`config.mk`:
```
export PLATFORM = sky130hd
export DESIGN_NAME = drc_top
export DESIGN_NICKNAME = d
export VERILOG_FILES = /design/src/hw/drc_pkg.sv /design/src/hw/drc_top.sv
export VERILOG_INCLUDE_DIRS = /design/src /design/src/hw
export SDC_FILE = /design/constraint.sdc
export NUM_CORES = 1
export LEC_CHECK = 0
export BUFFER_PORTS_ARGS = -buffer_cell sky130_fd_sc_hd__clkbuf_2
export CAP_MARGIN = 20
export CORE_MARGIN = 10
export CORE_UTILIZATION = 37
export DETAILED_ROUTE_END_ITERATION = 8
export GPL_TIMING_DRIVEN = 0
export PLACE_DENSITY = 0.75
export SLEW_MARGIN = 20
export SYNTH_ARGS = -nofsm -noshare
export SYNTH_HDL_FRONTEND = slang
export SYNTH_SLANG_ARGS = --single-unit
```
`constraint.sdc`:
```
create_clock -name pclk -period 1.5 [get_ports pclk]
set_clock_uncertainty 0.1 [all_clocks]
set_input_delay 0.3 -clock pclk [delete_from_list [all_inputs] [get_ports pclk]]
set_output_delay 0.3 -clock pclk [all_outputs]
set_load 0.01 [all_outputs]
```
`src/hw/drc_map.svh`:
```
`ifndef DRC_MAP_SVH
`define DRC_MAP_SVH
// register word offsets and byte addresses on the apb word grid
`define DRC_CONTROL_OFFSET 12'h000
`define DRC_SAMPLE_OFFSET 12'h002
`define DRC_CONTROL_ADDR 12'h000
`define DRC_SAMPLE_ADDR 12'h008
`define DRC_SLEEP_ADDR 12'h00c
// control field positions
`define DRC_CTRL_ENABLE_BIT 0
`define DRC_CTRL_BUFFER_BIT 6
`define DRC_CTRL_STANDBY_BIT 7
`define DRC_CTRL_WMASK 8'hc1
`define DRC_CONTROL_RESET 8'h00
`define DRC_CODE_RESET 10'h000
`define DRC_LOW_RESET 2'h0
`endif

```
`src/hw/drc_pkg.sv`:
```
package drc_pkg;
    // sleep mode request from the power manager
    typedef enum logic [1:0] {DRC_SLEEP_NONE, DRC_SLEEP_IDLE, DRC_SLEEP_STANDBY,
                              DRC_SLEEP_POWERDOWN} drc_sleep_t;
    // apb request bundle
    typedef struct packed {
        logic psel;
        logic penable;
        logic pwrite;
        logic [11:0] paddr;
        logic [31:0] pwdata;
        logic [3:0] pstrb;
    } drc_apb_req_t;
    // drive bundle to the analog core
    typedef struct packed {
        logic conv_on;
        logic buffer_on;
        logic load;
        logic [9:0] code;
    } drc_analog_t;
endpackage

```
`src/hw/drc_top.sv`:
```
`timescale 1ns/100ps
`include "drc_map.svh"
// Functional notes
// - control at 0x00, resets to zero
// - run_in_standby keeps converter alive in standby
// - bit 6 turns output buffer on
// - bit 0 enables converter
// - ten-bit sample at 0x02, reset zero
// - high byte holds sample bits 9:2
// - low byte holds sample bits 1:0
// - code left-aligned at bits 15:6
// - output updates only on high-byte write
// - enabled: conversion starts on high-byte write
// - disabled: conversion waits for enable
// - power-down always off; standby off unless kept
module drc_top (
    // clock and reset
    input wire logic pclk,
    input wire logic presetn,
    // apb slave
    input wire drc_pkg::drc_apb_req_t apb_req,
    output logic [31:0] prdata,
    output logic pready,
    output logic pslverr,
    // power manager
    input wire drc_pkg::drc_sleep_t sleep_mode,
    // analog core
    output drc_pkg::drc_analog_t analog
);
    import drc_pkg::*;

    logic [7:0] control_reg;
    logic [1:0] low_stage_reg;
    logic [9:0] code_reg;
    logic pending_reg;
    logic pready_reg;
    logic [31:0] prdata_reg;
    logic pslverr_reg;
    drc_analog_t analog_reg;
    drc_analog_t analog_next;
    logic [1:0] sleep_meta_reg;
    logic [1:0] sleep_sync_reg;
    logic setup;
    logic wr_ctrl;
    logic wr_sample;
    logic wr_low;
    logic wr_high;
    logic mapped;
    logic conv_run;
    logic [31:0] rd_value;

    // sleep request comes from another block's timing, so synchronise it
    always_ff @(posedge pclk or negedge presetn)
    begin
        if (!presetn)
        begin
            sleep_meta_reg <= 2'h0;
            sleep_sync_reg <= 2'h0;
        end
        else
        begin
            sleep_meta_reg <= sleep_mode;
            sleep_sync_reg <= sleep_meta_reg;
        end
    end

    // zero-wait slave: answer in the first access cycle
    // a write lands only at the edge where the access phase meets pready
    assign setup = apb_req.psel && apb_req.penable && pready_reg;
    assign mapped = (apb_req.paddr == `DRC_CONTROL_ADDR) ||
                    (apb_req.paddr == `DRC_SAMPLE_ADDR);
    assign wr_ctrl = setup && apb_req.pwrite && (apb_req.paddr == `DRC_CONTROL_ADDR)
                     && apb_req.pstrb[0];
    assign wr_sample = setup && apb_req.pwrite && (apb_req.paddr == `DRC_SAMPLE_ADDR);
    assign wr_low = wr_sample && apb_req.pstrb[0];
    assign wr_high = wr_sample && apb_req.pstrb[1];

    // control register; only bits 7, 6 and 0 exist
    always_ff @(posedge pclk or negedge presetn)
    begin
        if (!presetn)
            control_reg <= `DRC_CONTROL_RESET;
        else if (wr_ctrl)
            control_reg <= apb_req.pwdata[7:0] & `DRC_CTRL_WMASK;
    end

    // low bits are staged so the analog code never shows a half update
    always_ff @(posedge pclk or negedge presetn)
    begin
        if (!presetn)
            low_stage_reg <= `DRC_LOW_RESET;
        else if (wr_low)
            low_stage_reg <= apb_req.pwdata[7:6];
    end

    // committed code; a same-cycle low and high write commits both new values
    always_ff @(posedge pclk or negedge presetn)
    begin
        if (!presetn)
            code_reg <= `DRC_CODE_RESET;
        else if (wr_high)
            code_reg <= {apb_req.pwdata[15:8],
                         wr_low ? apb_req.pwdata[7:6] : low_stage_reg};
    end

    // conversion waiting for the enable; a write while running loads at once,
    // so it must not also leave a pending start behind (no double load pulse)
    always_ff @(posedge pclk or negedge presetn)
    begin
        if (!presetn)
            pending_reg <= 1'b0;
        else if (wr_high && !conv_run)
            pending_reg <= 1'b1;
        else if (conv_run)
            pending_reg <= 1'b0;
    end

    // converter runs when enabled unless sleep gates it
    always_comb
    begin
        conv_run = control_reg[`DRC_CTRL_ENABLE_BIT];
        if (sleep_sync_reg == DRC_SLEEP_POWERDOWN)
            conv_run = 1'b0;
        else if (sleep_sync_reg == DRC_SLEEP_STANDBY && !control_reg[`DRC_CTRL_STANDBY_BIT])
            conv_run = 1'b0;
        analog_next.conv_on = conv_run;
        analog_next.buffer_on = conv_run && control_reg[`DRC_CTRL_BUFFER_BIT];
        analog_next.load = conv_run && (pending_reg || wr_high);
        analog_next.code = wr_high ? {apb_req.pwdata[15:8],
                           wr_low ? apb_req.pwdata[7:6] : low_stage_reg} : code_reg;
    end

    // analog drive registered so outputs come straight from flops
    always_ff @(posedge pclk or negedge presetn)
    begin
        if (!presetn)
            analog_reg <= '0;
        else
            analog_reg <= analog_next;
    end
    assign analog = analog_reg;

    // read mux; sample view is left-aligned with low six bits zero
    always_comb
    begin
        rd_value = 32'h0000_0000;
        if (apb_req.paddr == `DRC_CONTROL_ADDR)
            rd_value = {24'h000000, control_reg};
        else if (apb_req.paddr == `DRC_SAMPLE_ADDR)
            rd_value = {16'h0000, code_reg[9:2], low_stage_reg, 6'h00};
    end

    // apb answer: unmapped addresses give pslverr and zero data
    always_ff @(posedge pclk or negedge presetn)
    begin
        if (!presetn)
        begin
            pready_reg <= 1'b0;
            prdata_reg <= 32'h0000_0000;
            pslverr_reg <= 1'b0;
        end
        else
        begin
            pready_reg <= apb_req.psel && !pready_reg && !apb_req.penable;
            prdata_reg <= (apb_req.psel && !apb_req.pwrite) ? rd_value : 32'h0000_0000;
            pslverr_reg <= apb_req.psel && !apb_req.penable && !mapped;
        end
    end
    assign pready = pready_reg;
    assign prdata = prdata_reg;
    assign pslverr = pslverr_reg;

endmodule // drc_top

```
* Word level (Yosys, flattened, before mapping)
Cells that the tools add are included.
** Word-level totals
- Register bits after elaboration :: 57
- Input port bits :: 55
- Output and inout bits :: 47
- Logic and storage cells :: 50
** Operators by class
- Equal/unequal tests :: 3
- Multiplexer cells :: 8
- Reduce and logical (&&, ||, !) cells :: 27
** Operator list (count)
- 32-bit 2-to-1 mux :: 2
- 1-bit logical AND :: 17
- 16-bit 2-to-1 mux :: 1
- 12-bit by 4-bit == test with 1-bit output, second input constant :: 1
- 12-bit logical NOT :: 1
- 1-bit logical NOT :: 6
- 2-bit == test, second input constant :: 2
- 1-bit 2-to-1 mux :: 4
- 1-bit logical OR :: 2
- 2-bit 2-to-1 mux :: 1
- 2-bit nonzero test :: 1

* Depth between registers and ports, before layout
- Depth in word-level cells :: 7
- Gate-level depth with buffers :: 5
- Gate-level depth less buffers :: 4

* Worst setup path before layout
OpenSTA, ideal clock, no wires.
- Path kind :: input-to-reg
- From :: input apb_req[36] in the netlist's numbering
- To :: register control_reg[0]
- Library setup time :: 125 ps
- Arrival :: 1409 ps
- Required time :: 1275 ps
- Path slack :: -134 ps
- Cell stages on the path :: 4
- Path buffers :: 0
- Cells stage by stage :: nor4_4 -> and3_4 -> and4bb_1 -> mux2_2
** Between the ends
- Word-level cells in the longest chain between the ends :: 3
** RTL lines
- start: declaration :: line drc_top.sv:21 : input wire drc_pkg::drc_apb_req_t apb_req,
- 12-bit logical NOT (no source line)
- 1-bit logical AND (2 in a row) :: line drc_top.sv:72 : assign wr_ctrl = setup && apb_req.pwrite && (apb_req.paddr == `DRC_CONTROL_ADDR)
- end signal: assignment :: line drc_top.sv:82 : control_reg <= `DRC_CONTROL_RESET;
- end signal: assignment :: line drc_top.sv:84 : control_reg <= apb_req.pwdata[7:0] & `DRC_CTRL_WMASK;
- end: declaration :: line drc_top.sv:32 : logic [7:0] control_reg;
Every way passes these cells.
A chain may end at the register's enable or synchronous reset.

* Worst setup path in the final report
- From :: input apb_req[43] in the netlist's numbering
- To :: register control_reg[6]
The elaborated chain is that of the path after synthesis.

==> results by group <==
STA
  – Hold_ws: 21.4 ps
  – Setup Viol. Count Final: 11
  – Tightest Pin Transition: 884 ps
  – Slew Limit Headroom: 41.1%
  – F_max: 632 MHz
  – Final Max Tran Viols: 0
  – Final Hold Vio Count: 0
  – Final worst-path cycle share: 106%
  – RSZ-0062 raised after global routing: yes
  – Worst Slack Setup Final: -82.9 ps
  – Tmin final: 1580 ps

Yosys
  – Avg Cell Area, Syn: 14.1 um2
  – Area contributors post-synth: dfrtp_1 58%, buf_4 10%, mux2_4 7.7%
  – Register area share after synthesis: 57.5%
  – Synth area leader: dfrtp_1
  – Post-synth cell types: 26
  – Yosys top cell area share: 57.5%
  – Syn Std Cell Area: 1570 um2
  – Number of synthesis warnings: 0
  – Syn Inst Count: 111
  – #FFs+latches synth: 36

Finish
  – Share of layout cells above drive strength 1: 57.7%
  – Most frequent cells in the layout: 55 x clkbuf_2, 36 x dfrtp_1, 25 x buf_4
  – Max FFs per register: 13
  – Fillers: 360
  – Final Net Count: 255
  – Antenna Cells: 0
  – Util after Layout: 53.7%
  – Design area: 2180 um2
  – Synth-to-layout area growth: 39.1%
  – Commonest non-fill, non-tap cell in the layout: clkbuf_2

Worst setup path
  – CP arrival: 1650 ps
  – Worst r2r src: pready
  – Worst flop-to-flop path endpoint: control_reg[6]
  – Critical Setup Path Class: primary input to flop
  – Worst EP required: 1570 ps
  – Worst Setup End Kind: flop
  – Startpoint types: primary input
  – Reg2reg path depth: 4
  – CP Max Fanout: 3
  – R2r setup slk: -30 ps

Drt
  – Metal2 WL: 1630 um
  – Starting DRC count in detailed routing: 21
  – DRT Pass-1 Iters: 3
  – DR WL/cell: 14.6 um
  – Met3 wire len: 457 um
  – Top Layer Used: met4
  – Mean number of vias per cell: 4.16
  – Met1 wire length: 1530 um
  – Post-DRT Antenna Nets: 0
  – Total number of vias: 1045
  – Routed wire length: 3660 um
  – # DRC: 0

Floorplan
  – Die area: 7240 um2
  – Die Wd: 85.1 um
  – I/O pins: 102
  – Initial core utilization: 38.6%
  – Total core area: 4060 um2
  – Die Span Y: 85.1 um
  – Cell row count: 23

Min path
  – Hold Crit Depth: 1
  – Hold EP: sleep_meta_reg[0]
  – Hold Startpoint: sleep_mode[0]
  – Min-Delay Path Class: primary input to flop

Job
  – Max Cap Viol: 0

Clocking
  – Worst-path clk slew: 70 ps
  – TritonCTS clock tree: done
  – H-tree depth: 2
  – CTS sink cnt: 36
  – Worst skew pair latency: 290 ps
  – TritonCTS Buffers: 5
  – Hold_buf cts: 0
  – Max Root-Sink Buffers: 2
  – CTS root buf: clkbuf_8

Power and ir drop
  – Static leakage: 1.24 nW
  – Pwr dens: 848 nW/um2
  – Peak supply drop: 0.000321 V
  – Total power draw: 0.00185 W

Placement
  – Placement Setup Slack: -315 ps
  – I/O Buffers: 57
  – Detail Placement HPWL: 2860 um
  – Placement-stage cell area: 2000 um2
  – RD Place Congestion: 0.747

Global routing
  – Initial antenna violation count: 0
  – Grt ovf: 0
  – Largest net degree at the start of global routing: 37
  – Gr usage total: 9.28%
  – Vias in the first global route: 1125
  – Global-route wire length before repair: 5510 um

Run status
  – Outcome: finished, violations left
  – Failing checks: negative setup slack
==> Yosys cell counts (all sizes together) <==
| cell | n |
|---|---|
| nor3b | 2 |
| a21boi | 2 |
| buf | 22 |
| nor4 | 2 |
| nor3 | 1 |
| inv | 1 |
| or3 | 1 |
| and2 | 9 |
| mux2 | 17 |
| and3 | 3 |
| dfrtp | 36 |
| nor2 | 3 |
| and4bb | 1 |
| nand3 | 2 |
| a31oi | 1 |
| conb | 1 |
| a21oi | 1 |
| mux2i | 2 |
| nand2 | 2 |
| nand2b | 2 |
==> power by group <==
group          total (W)  switching (W)  internal (W)
sequential      0.000981     0.00000208      0.000979
clock           0.000700       0.000334      0.000366
combinational   0.000168      0.0000852     0.0000823
==> through the flow <==
stage,std cells,TNS [ps]
after floorplan,131,-827
after global placement,238,-5430
after detailed placement,238,-5910
after CTS,247,-51.9
after global routing,251,-838
final,251,-524
==> final cells by class <==
| type | count | area [um2] | share of cell area [%] |
|---|---|---|---|
| Clock inverter | 2 | 10.0 | 0.459 |
| Sequential cell | 36 | 901 | 41.3 |
| Buffer | 22 | 178 | 8.15 |
| Tap cell | 50 | 62.6 | 2.87 |
| Multi-Input combinational cell | 72 | 589 | 27.0 |
| Inverter | 1 | 3.75 | 0.172 |
| Clock buffer | 6 | 82.6 | 3.79 |
| Timing Repair Buffer | 62 | 353 | 16.2 |
==> metal layers <==
metal / GRT usage [%] / vias to the layer above
met1: 11.1 / 481
met3: 6.50 / 5
met4: 2.69 / 0
met2: 12.9 / 52
met5: 0 / -
li1: - / 507
==> worst max path at each step <==
stage	endpoint	start	depth (start not counted)	slack, ps
after floorplan	control_reg[0]	apb_req[36]	4	-120
after global placement	control_reg[6]	apb_req[43]	5	-330
after detailed placement	control_reg[6]	apb_req[36]	5	-310
after CTS	control_reg[6]	pready	4	-20
after global routing	control_reg[0]	apb_req[43]	5	-100
final	control_reg[6]	apb_req[43]	5	-80
==> repair_timing <==
action / CTS / global route
buffers inserted: 1 / 3
pin swaps: 1 / 5
setup endpoints to repair: 11 / 19
gates cloned: 0 / 1
resized for setup: 4 / 6
==> cell families after synthesis <==
family	share of synthesized area (%)
AO/OA/AOI/OAI	1.68
buffers and inverters	11.0
flip-flops	57.5
AND/OR/NAND/NOR	14.1
other	0.239
multiplexers	15.4
==> worst max-delay path, cell delays in order <==
cell,delay [ps]
clkbuf_2,80
nor3_1,360
and3_4,300
and4bb_2,300
mux2_4,310
No activity file was read; power rests on OpenSTA's default activity.
